**src/pkg/rrt_map.vh**
```
// Purpose: Constants for the register and RAM transfer datapath.
// Assumes: 10-bit instruction words, 4-bit data nibbles.
// Notes:   Opcodes with immediate fields (LXY, LZ, RAM) are compared after masking them.
`ifndef RRT_MAP_VH
`define RRT_MAP_VH

`define RRT_OP_B_TO_A     10'h01e
`define RRT_OP_A_TO_B     10'h00e
`define RRT_OP_Y_TO_A     10'h01f
`define RRT_OP_A_TO_Y     10'h00c
`define RRT_OP_PACK_E     10'h01a
`define RRT_OP_UNPACK_E   10'h02a
`define RRT_OP_A_TO_D     10'h029
`define RRT_OP_D_TO_A     10'h051
`define RRT_OP_Z_TO_A     10'h053
`define RRT_OP_X_TO_A     10'h052
`define RRT_OP_SP_TO_A    10'h050
`define RRT_OP_INC_Y      10'h013
`define RRT_OP_DEC_Y      10'h017
`define RRT_LXY_MASK      10'h300
`define RRT_LXY_VAL       10'h300
`define RRT_LZ_MASK       10'h3fc
`define RRT_LZ_VAL        10'h048
`define RRT_RAM_MASK      10'h3f0
`define RRT_OP_RAM_LOAD   10'h2c0
`define RRT_OP_RAM_SWAP   10'h2d0
`define RRT_OP_RAM_SWAPD  10'h2f0
`define RRT_OP_RAM_SWAPI  10'h2e0
`define RRT_OP_RAM_STORE  10'h2b0
`define RRT_Y_WRAP_INC    4'h0
`define RRT_Y_WRAP_DEC    4'hf

`endif

```
**src/logic/rrt_y_step.v**
```verilog
// Purpose: Steps register Y up or down modulo 16 and flags the wrap value.
// Assumes: Purely combinational.
// Notes:   Used by increment, decrement and the swap-with-step forms.
`timescale 1ns/1ps
`default_nettype none
`include "rrt_map.vh"

module rrt_y_step (
    // Operand
    input  wire [3:0] y_in,
    input  wire       down,
    // Result
    output wire [3:0] y_out,
    output wire       wrap
);

    assign y_out = down ? (y_in - 4'h1) : (y_in + 4'h1);
    assign wrap  = down ? (y_out == `RRT_Y_WRAP_DEC) : (y_out == `RRT_Y_WRAP_INC);

endmodule // rrt_y_step
`default_nettype wire

```
**src/logic/rrt_transfer_unit.v**
```verilog
// Purpose: Register, RAM-address and RAM transfer datapath of a 4-bit core.
// Assumes: One instruction per cycle when instr_valid is high; RAM is external.
// Notes:   RAM read data is combinational for the address presented.
`timescale 1ns/1ps
`default_nettype none
`include "rrt_map.vh"

module rrt_transfer_unit (
    // Clock and reset
    input  wire        mclk,
    input  wire        rst_n,
    // Instruction stream
    input  wire        instr_valid,
    input  wire [9:0]  instr,
    // Stack pointer from the sequencer
    input  wire [2:0]  stack_pointer,
    // RAM port addressed by the data pointer
    input  wire [3:0]  ram_rdata,
    output wire [6:0]  data_pointer,
    output reg         ram_we,
    output reg  [3:0]  ram_wdata,
    // Architectural state
    output reg  [3:0]  acc_q,
    output reg  [3:0]  b_q,
    output reg  [3:0]  x_q,
    output reg  [3:0]  y_q,
    output reg  [1:0]  z_q,
    output reg  [2:0]  d_q,
    output reg  [7:0]  e_q,
    // Skip status
    output reg         skip_q
);

    reg  [3:0] acc_d;
    reg  [3:0] b_d;
    reg  [3:0] x_d;
    reg  [3:0] y_d;
    reg  [1:0] z_d;
    reg  [2:0] d_d;
    reg  [7:0] e_d;
    reg        skip_d;
    reg        lxy_q;
    reg        lxy_d;
    wire       step_down;
    wire [3:0] y_next;
    wire       y_wrap;
    wire [3:0] imm_j;
    wire       is_lxy;
    wire       execute;
    wire       hit_b_to_acc;
    wire       hit_acc_to_b;
    wire       hit_y_to_acc;
    wire       hit_acc_to_y;
    wire       hit_pack_e;
    wire       hit_unpack_e;
    wire       hit_acc_to_d;
    wire       hit_d_to_acc;
    wire       hit_z_to_acc;
    wire       hit_x_to_acc;
    wire       hit_sp_to_acc;
    wire       hit_load_z;
    wire       hit_inc_y;
    wire       hit_dec_y;
    wire       hit_ram_load;
    wire       hit_ram_swap;
    wire       hit_ram_swap_dec;
    wire       hit_ram_swap_inc;
    wire       hit_ram_store;
    wire       op_lxy;
    wire       op_b_to_acc;
    wire       op_acc_to_b;
    wire       op_y_to_acc;
    wire       op_acc_to_y;
    wire       op_pack_e;
    wire       op_unpack_e;
    wire       op_acc_to_d;
    wire       op_d_to_acc;
    wire       op_z_to_acc;
    wire       op_x_to_acc;
    wire       op_sp_to_acc;
    wire       op_load_z;
    wire       op_inc_y;
    wire       op_dec_y;
    wire       op_ram_load;
    wire       op_ram_swap;
    wire       op_ram_swap_dec;
    wire       op_ram_swap_inc;
    wire       op_ram_store;
    wire       any_swap;
    wire       any_xor_x;
    wire       any_y_step;
    wire [3:0] x_xor_j;

    // The data pointer is Z, X and the low bit of Y.
    assign data_pointer = {z_q, x_q, y_q[0]};
    assign imm_j   = instr[3:0];
    assign is_lxy  = (instr & `RRT_LXY_MASK) == `RRT_LXY_VAL;
    assign execute = instr_valid && !skip_q && !(is_lxy && lxy_q);

    // Opcode matches, taken before the execute qualifier.
    assign hit_b_to_acc     = (instr == `RRT_OP_B_TO_A);
    assign hit_acc_to_b     = (instr == `RRT_OP_A_TO_B);
    assign hit_y_to_acc     = (instr == `RRT_OP_Y_TO_A);
    assign hit_acc_to_y     = (instr == `RRT_OP_A_TO_Y);
    assign hit_pack_e       = (instr == `RRT_OP_PACK_E);
    assign hit_unpack_e     = (instr == `RRT_OP_UNPACK_E);
    assign hit_acc_to_d     = (instr == `RRT_OP_A_TO_D);
    assign hit_d_to_acc     = (instr == `RRT_OP_D_TO_A);
    assign hit_z_to_acc     = (instr == `RRT_OP_Z_TO_A);
    assign hit_x_to_acc     = (instr == `RRT_OP_X_TO_A);
    assign hit_sp_to_acc    = (instr == `RRT_OP_SP_TO_A);
    assign hit_load_z       = ((instr & `RRT_LZ_MASK) == `RRT_LZ_VAL);
    assign hit_inc_y        = (instr == `RRT_OP_INC_Y);
    assign hit_dec_y        = (instr == `RRT_OP_DEC_Y);
    assign hit_ram_load     = ((instr & `RRT_RAM_MASK) == `RRT_OP_RAM_LOAD);
    assign hit_ram_swap     = ((instr & `RRT_RAM_MASK) == `RRT_OP_RAM_SWAP);
    assign hit_ram_swap_dec = ((instr & `RRT_RAM_MASK) == `RRT_OP_RAM_SWAPD);
    assign hit_ram_swap_inc = ((instr & `RRT_RAM_MASK) == `RRT_OP_RAM_SWAPI);
    assign hit_ram_store    = ((instr & `RRT_RAM_MASK) == `RRT_OP_RAM_STORE);

    // A skipped word or a repeated immediate X/Y load decodes to no operation.
    assign op_lxy           = execute && is_lxy;
    assign op_b_to_acc      = execute && hit_b_to_acc;
    assign op_acc_to_b      = execute && hit_acc_to_b;
    assign op_y_to_acc      = execute && hit_y_to_acc;
    assign op_acc_to_y      = execute && hit_acc_to_y;
    assign op_pack_e        = execute && hit_pack_e;
    assign op_unpack_e      = execute && hit_unpack_e;
    assign op_acc_to_d      = execute && hit_acc_to_d;
    assign op_d_to_acc      = execute && hit_d_to_acc;
    assign op_z_to_acc      = execute && hit_z_to_acc;
    assign op_x_to_acc      = execute && hit_x_to_acc;
    assign op_sp_to_acc     = execute && hit_sp_to_acc;
    assign op_load_z        = execute && hit_load_z;
    assign op_inc_y         = execute && hit_inc_y;
    assign op_dec_y         = execute && hit_dec_y;
    assign op_ram_load      = execute && hit_ram_load;
    assign op_ram_swap      = execute && hit_ram_swap;
    assign op_ram_swap_dec  = execute && hit_ram_swap_dec;
    assign op_ram_swap_inc  = execute && hit_ram_swap_inc;
    assign op_ram_store     = execute && hit_ram_store;

    assign any_swap   = op_ram_swap || op_ram_swap_dec || op_ram_swap_inc;
    assign any_xor_x  = op_ram_load || any_swap || op_ram_store;
    assign any_y_step = op_inc_y || op_dec_y || op_ram_swap_dec || op_ram_swap_inc;
    assign x_xor_j    = x_q ^ imm_j;
    assign step_down  = hit_dec_y || hit_ram_swap_dec;

    rrt_y_step u_y_step (
        .y_in  (y_q),
        .down  (step_down),
        .y_out (y_next),
        .wrap  (y_wrap)
    );

    // Next-value logic, one process per register; skip and the LXY flag share one.
    always @* begin
        acc_d = acc_q;
        if (op_b_to_acc) begin
            acc_d = b_q;
        end else if (op_y_to_acc) begin
            acc_d = y_q;
        end else if (op_unpack_e) begin
            acc_d = e_q[3:0];
        end else if (op_d_to_acc) begin
            acc_d = {1'b0, d_q};
        end else if (op_z_to_acc) begin
            acc_d = {2'b00, z_q};
        end else if (op_x_to_acc) begin
            acc_d = x_q;
        end else if (op_sp_to_acc) begin
            acc_d = {1'b0, stack_pointer};
        end else if (op_ram_load) begin
            acc_d = ram_rdata;
        end else if (any_swap) begin
            acc_d = ram_rdata;
        end
    end

    always @* begin
        b_d = b_q;
        if (op_acc_to_b) begin
            b_d = acc_q;
        end else if (op_unpack_e) begin
            b_d = e_q[7:4];
        end
    end

    always @* begin
        x_d = x_q;
        if (op_lxy) begin
            x_d = instr[7:4];
        end else if (any_xor_x) begin
            x_d = x_xor_j;
        end
    end

    always @* begin
        y_d = y_q;
        if (op_lxy) begin
            y_d = instr[3:0];
        end else if (op_acc_to_y) begin
            y_d = acc_q;
        end else if (any_y_step) begin
            y_d = y_next;
        end
    end

    always @* begin
        z_d = z_q;
        if (op_load_z) begin
            z_d = instr[1:0];
        end
    end

    always @* begin
        d_d = d_q;
        if (op_acc_to_d) begin
            d_d = acc_q[2:0];
        end
    end

    always @* begin
        e_d = e_q;
        if (op_pack_e) begin
            e_d = {b_q, acc_q};
        end
    end

    always @* begin
        skip_d = skip_q;
        lxy_d  = lxy_q;
        if (instr_valid) begin
            skip_d = any_y_step && y_wrap;
            lxy_d  = is_lxy;
        end
    end

    always @* begin
        ram_we    = 1'b0;
        ram_wdata = acc_q;
        if (any_swap || op_ram_store) begin
            ram_we = 1'b1;
        end
    end

    // State registers, cleared by the synchronous reset.
    always @(posedge mclk) begin
        if (!rst_n) begin
            acc_q <= 4'h0;
        end else begin
            acc_q <= acc_d;
        end
    end

    always @(posedge mclk) begin
        if (!rst_n) begin
            b_q <= 4'h0;
        end else begin
            b_q <= b_d;
        end
    end

    always @(posedge mclk) begin
        if (!rst_n) begin
            x_q <= 4'h0;
        end else begin
            x_q <= x_d;
        end
    end

    always @(posedge mclk) begin
        if (!rst_n) begin
            y_q <= 4'h0;
        end else begin
            y_q <= y_d;
        end
    end

    always @(posedge mclk) begin
        if (!rst_n) begin
            z_q <= 2'h0;
        end else begin
            z_q <= z_d;
        end
    end

    always @(posedge mclk) begin
        if (!rst_n) begin
            d_q <= 3'h0;
        end else begin
            d_q <= d_d;
        end
    end

    always @(posedge mclk) begin
        if (!rst_n) begin
            e_q <= 8'h00;
        end else begin
            e_q <= e_d;
        end
    end

    always @(posedge mclk) begin
        if (!rst_n) begin
            skip_q <= 1'b0;
        end else begin
            skip_q <= skip_d;
        end
    end

    always @(posedge mclk) begin
        if (!rst_n) begin
            lxy_q <= 1'b0;
        end else begin
            lxy_q <= lxy_d;
        end
    end

endmodule // rrt_transfer_unit
`default_nettype wire

```
**config.mk**
```make
export PLATFORM = sky130hd
export DESIGN_NAME = rrt_transfer_unit
export DESIGN_NICKNAME = d
export VERILOG_FILES = /design/src/logic/rrt_y_step.v /design/src/logic/rrt_transfer_unit.v
export VERILOG_INCLUDE_DIRS = /design/src /design/src/pkg
export SDC_FILE = /design/constraint.sdc
export NUM_CORES = 1
export LEC_CHECK = 0
export BUFFER_PORTS_ARGS = -buffer_cell sky130_fd_sc_hd__buf_2
export CAP_MARGIN = 30
export CORE_ASPECT_RATIO = 0.8
export CORE_UTILIZATION = 55
export CTS_CLUSTER_DIAMETER = 40
export DETAILED_ROUTE_END_ITERATION = 12
export PLACE_DENSITY = 0.86
export SYNTH_ARGS = -nofsm -noshare
export SYNTH_HDL_FRONTEND = slang
export SYNTH_HIERARCHICAL = 1
export SYNTH_SLANG_ARGS = --single-unit
```
**constraint.sdc**
```tcl
create_clock -name mclk -period 7.75 [get_ports mclk]
set_clock_uncertainty 0.1 [all_clocks]
set_input_delay 1.1625 -clock mclk [delete_from_list [all_inputs] [get_ports mclk]]
set_output_delay 1.1625 -clock mclk [all_outputs]
set_load 0.03 [all_outputs]
```
# Yosys cells after proc, flatten, opt, wreduce, memory -nomap -nowiden
# Cells that the tools add are included.
dict set report word_totals {
  register_bits 31
  latch_bits 0
  ram_bits 0
  rom_bits 0
  in_bits 20
  out_inout_bits 42
  memories 0
}
dict set report classes {
  add_sub_neg 2
  n_mul 0
  n_div 0
  magnitude_cmp 0
  n_eq_ne 21
  n_shift 0
  mux 19
  n_bitwise 1
  reduce_logical 40
}
# operator n
set op_table {}
lappend op_table {{2-to-1 mux 4 bit} 17}
lappend op_table {{== test 10 x 5 -> 1 bit (second input constant)} 5}
lappend op_table {{== test 10 x 7 -> 1 bit (second input constant)} 4}
lappend op_table {{== test 6 bit (second input constant)} 5}
lappend op_table {{logical AND 1 bit} 24}
lappend op_table {{== test 10 x 4 -> 1 bit (second input constant)} 2}
lappend op_table {{== test 10 x 6 -> 1 bit (second input constant)} 2}
lappend op_table {{logical OR 1 bit} 9}
lappend op_table {{nonzero test 9 bit} 1}
lappend op_table {{== test 8 x 5 -> 1 bit (second input constant)} 1}
lappend op_table {{adder 4 x 1 -> 4 bit (second input constant)} 1}
lappend op_table {{== test 4 bit (second input constant)} 1}
lappend op_table {{zero test 4 bit} 1}
lappend op_table {{nonzero test 2 bit} 2}
lappend op_table {{subtractor 4 x 1 -> 4 bit (second input constant)} 1}
lappend op_table {{bitwise XOR 4 bit} 1}
lappend op_table {{nonzero test 3 bit} 1}
lappend op_table {{== test 2 bit (second input constant)} 1}
lappend op_table {{zero test 1 bit} 2}
lappend op_table {{2-to-1 mux 1 bit} 2}

# Longest topological paths before layout
dict set report depth {
  depth_word 16
  depth_mapped 12
  ltp_nobuf 11
}

# Hierarchy
# The synthesis kept the hierarchy.
# module instances cells_each area_each_um2
set by_module_without_submodules {}
lappend by_module_without_submodules {rrt_transfer_unit 1 243 2157.1}
lappend by_module_without_submodules {rrt_y_step 1 20 176.4}

# Least setup slack after synthesis
# Ideal clock, no wire load.
dict set report synth_path {
  path_type {input port to flip-flop}
  startpoint {input instr[6]}
  endpoint {register y_q[3]}
  setup_time_ns 0.134
  arrival_ns 3.373
  slack_ns 4.144
  cell_stages 12
  cell_sequence {buf_6 nor4b_4 nand3_2 nor2_1 o2bb2ai_1 ha_1 a21oi_1 and2_1 xnor3_1 a21boi_0 a211oi_1 o32ai_1}
}
dict set report synth_via {
  elab_chain_cells 6
  word_cells_on_any_way 19
  classes_between {5 x eq/ne; 4 x mux; 10 x reduce/logical}
}
# element line_no
set synth_lines {}
lappend synth_lines {{from (decl)} rrt_transfer_unit.v:14} ;# input wire [9:0] instr,
lappend synth_lines {{== test 10 x 5 -> 1 bit (no line) or == test 6 bit (tied branches)} --}
lappend synth_lines {{logical OR 1 bit (*)} rrt_transfer_unit.v:147} ;# assign step_down = hit_dec_y || hit_ram_swap_dec;
lappend synth_lines {{net step_down} rrt_transfer_unit.v:44} ;# wire step_down;
lappend synth_lines {{2-to-1 mux 4 bit (*)} rrt_y_step.v:17} ;# assign y_out = down ? (y_in - 4'h1) : (y_in + 4'h1);
lappend synth_lines {{net y_next[3]} rrt_transfer_unit.v:45} ;# wire [3:0] y_next;
lappend synth_lines {{2-to-1 mux 4 bit (*)} rrt_transfer_unit.v:204} ;# end else if (any_y_step) begin
lappend synth_lines {{2-to-1 mux 4 bit (*)} rrt_transfer_unit.v:202} ;# end else if (op_acc_to_y) begin
lappend synth_lines {{2-to-1 mux 4 bit (*)} rrt_transfer_unit.v:200} ;# if (op_lxy) begin
lappend synth_lines {{to (signal assigned)} rrt_transfer_unit.v:276} ;# y_q <= y_d;
lappend synth_lines {{to (decl)} rrt_transfer_unit.v:26} ;# output reg [3:0] y_q,
# Mark *: on every way through the listed nets, which the timed path passes. The rest lies on a longest branch. The select of a mux whose other input is x is not followed.
# A chain may end at the register's enable or synchronous reset.

# Final worst setup path
dict set report layout_path {
  startpoint {input instr[5]}
  endpoint {register y_q[3]}
}
# Same word-level chain as after synthesis.

==> flow_summary.json <==
{
  "synthTopCellsByArea": "dfxtp_1, a21boi_0, nand2_1",
  "cts.repair.resized": 0,
  "ys_warn_count": 6,
  "dpl_cell_area_sq_um": 2511,
  "rsz0062_at_grt": "no",
  "ys_top_cells_by_count": "nand2_1, dfxtp_1, a21boi_0",
  "synth.most_common_cell": "nand2_1",
  "die_x_um": 74.83,
  "outcome": "complete, no violations",
  "cts_made_buffers": 5,
  "firstDrtPassIters": 5,
  "maxCapViolations": 0,
  "drive_above_1_share": 0.3117,
  "rr_endpoint": "y_q[1]$_SDFFE_PN0P_",
  "cts_hold_buf": 0,
  "final_cell_area_sq_um": 2624,
  "dieArea_sq_um": 4509,
  "ant_nets": 0,
  "overflow": 0,
  "synth_cell_types": 72,
  "clkTransAtPathRegs_ns": 0.07,
  "hold_class": "flip-flop to flip-flop",
  "cts_setup_buffers": 0,
  "worst-setup-path-type": "primary input to flip-flop",
  "drtIter0Drc": 182,
  "final_util": 0.6678,
  "slew_headroom": 0.5616,
  "leakage_nw": 1.133,
  "synth_seq_cells": 31,
  "min_period_over_period": 0.4771,
  "hold_viol": 0,
  "insertion_delay_ns": 0.29,
  "avgSynthCellArea_sq_um": 8.873,
  "portBuffers": 61,
  "syn_area_sq_um": 2333,
  "tightest_slew_ns": 0.6526,
  "area_growth_pct": 12.44,
  "crit_start": "instr[5]",
  "path_max_fanout": 8,
  "drt-vias-per-instance": 6.019,
  "synth_top_area_share": 0.2660,
  "n_antenna_cell": 0,
  "synth.largest_area_cell": "dfxtp_1",
  "critPathCapture": "y_q[3]$_SDFFE_PN0P_",
  "grt_pass1_vias": 1967,
  "gp_congestion": 0.8600,
  "setup_viol": 0,
  "routed_wl_mm": 5.873,
  "endpoint_kind": "flip-flop",
  "hpwl_mm": 4.282,
  "period_needed_ns": 3.698,
  "synth_fp_nets": 288,
  "reg2reg_slack_ns": 5.54,
  "cp.required_ns": 7.82,
  "r2r-start": "skip_q$_SDFFE_PN0P_",
  "ys_async_sr_fraction": 0,
  "drc_errors": 0,
  "htreeDepth": 2,
  "vias": 2185,
  "startpoint_type": "primary input",
  "fmax_ghz": 0.2704,
  "seq_area_frac_synth": 0.2660,
  "num_rows": 20,
  "io_pins": 62,
  "synthCells": 263,
  "cts-root-buf": "clkbuf_8",
  "drv_slew": 0,
  "synth_ff_type": "dfxtp_1",
  "die_h_um": 60.26,
  "ff2ff_path_depth": 5,
  "nets": 332,
  "start_util": 0.5939,
  "core-area_sq_um": 3929,
  "synth-edff-count": 0,
  "grt_max_degree": 35,
  "cts_buffer_depth": 2,
  "tns_ns": 0,
  "antenna_found_initial": 0,
  "max-vdd-ir-drop_uv": 128.4,
  "post_drt_wl_per_cell_um": 16.18,
  "powerDensity_nw_per_um2": 148.0,
  "cts_tree": "built",
  "cts_sinks": 31,
  "fillCellCount": 343,
  "grt_pass1_wl_mm": 9.577,
  "track_usage": 0.2859,
  "worstPathArrival_ns": 3.76
}
==> power by group <==
group	switching, mW	internal (mW)
clock network	0.0679	0.0956
logic	0.0374	0.0217
registers	0.00379	0.162
==> critical path, stage by stage <==
cell and delay (ns):
buf_2 0.16, nor4b_4 0.50, nand3_2 0.17, nor2_1 0.12, o2bb2ai_1 0.24, ha_1 0.36
a21oi_1 0.22, and2_1 0.17, xnor3_1 0.20, a21boi_0 0.13, a211oi_1 0.22, o32ai_1 0.11
==> cell type report <==
class / instances / area, sq um / area share
clock buffers: 5 / 68.82 / 0.02623
flip-flops and latches: 31 / 620.6 / 0.2365
clock inverters: 3 / 43.79 / 0.01669
well taps: 55 / 68.82 / 0.02623
repair buffers: 61 / 305.3 / 0.1164
multi-input cells: 199 / 1483 / 0.5651
inverters: 9 / 33.78 / 0.01288
==> flip-flops by register name, summed over array words and instances (netlist names) <==
signal  count
b_q         4
d_q         3
z_q         2
x_q         4
acc_q       4
y_q         4
e_q         8
skip_q      1
lxy_q       1
==> through the flow <==
step | hold slack [ns] | power [mW] | setup WS (ns) | instances
finish | 0.3836 | 0.3882 | 4.052 | 363
global route | 0.3956 | 0.4037 | 3.844 | 363
CTS | 0.3860 | 0.3887 | 4.072 | 363
detailed placement | 0.3762 | 0.2272 | 3.764 | 355
global placement | 0.3699 | 0.2262 | 3.893 | 355
floorplan | 0.3653 | 0.2149 | 4.144 | 263
==> worst min-delay path by stage <==
| stage | cells past startpoint | endpoint | slack (ns) | start |
|---|---|---|---|---|
| floorplan | 2 | lxy_q$_SDFFE_PN0P_ | 0.37 | lxy_q$_SDFFE_PN0P_ |
| global placement | 2 | e_q[6]$_SDFFE_PN0P_ | 0.37 | e_q[6]$_SDFFE_PN0P_ |
| detailed placement | 2 | e_q[5]$_SDFFE_PN0P_ | 0.38 | e_q[5]$_SDFFE_PN0P_ |
| CTS | 2 | e_q[5]$_SDFFE_PN0P_ | 0.39 | e_q[5]$_SDFFE_PN0P_ |
| global route | 2 | e_q[5]$_SDFFE_PN0P_ | 0.40 | e_q[5]$_SDFFE_PN0P_ |
| finish | 2 | e_q[4]$_SDFFE_PN0P_ | 0.38 | e_q[4]$_SDFFE_PN0P_ |
==> cell families (layout without fill, tap and decap cells) <==
kind of cell | after synthesis | count (layout) | synth area share
compound gates | 70 | 70 | 0.2290
xor+xnor | 6 | 6 | 0.02842
fa+ha+maj | 5 | 5 | 0.03003
buf+inv | 33 | 78 | 0.09866
flops | 31 | 31 | 0.2660
mux | 12 | 12 | 0.05844
simple gates | 106 | 106 | 0.2895
==> placed cells by master (no fill, tap or decap), types with 2 or more instances in the layout <==
cell,count
o2bb2ai_1,2
a22oi_1,4
nand2_1,34
or3b_4,2
nor3_2,2
xor2_1,4
nand3b_1,2
mux2i_1,8
or2_2,2
a21oi_1,6
a32oi_1,2
nand3_1,8
or3b_1,2
nand4_1,5
a211oi_1,6
and2_1,4
o21ai_0,9
buf_2,61
nor3_1,2
o31ai_1,2
dfxtp_1,31
a21boi_0,17
o211a_1,4
o32ai_1,6
mux2_2,3
nor2_1,5
or3_1,4
clkbuf_8,5
a31oi_1,2
ha_1,4
nor2b_1,9
nor4_1,3
nand2b_1,3
inv_1,9
==> layer usage <==
layer	up-vias	share of wire	global-route usage
li1	1061	-	-
met1	1032	0.49	0.4224
met2	87	0.44	0.4183
met3	5	0.063	0.04722
met4	0	0.0072	0.09434
met5	-	0	0
No activity file was read; power rests on OpenSTA's default activity.
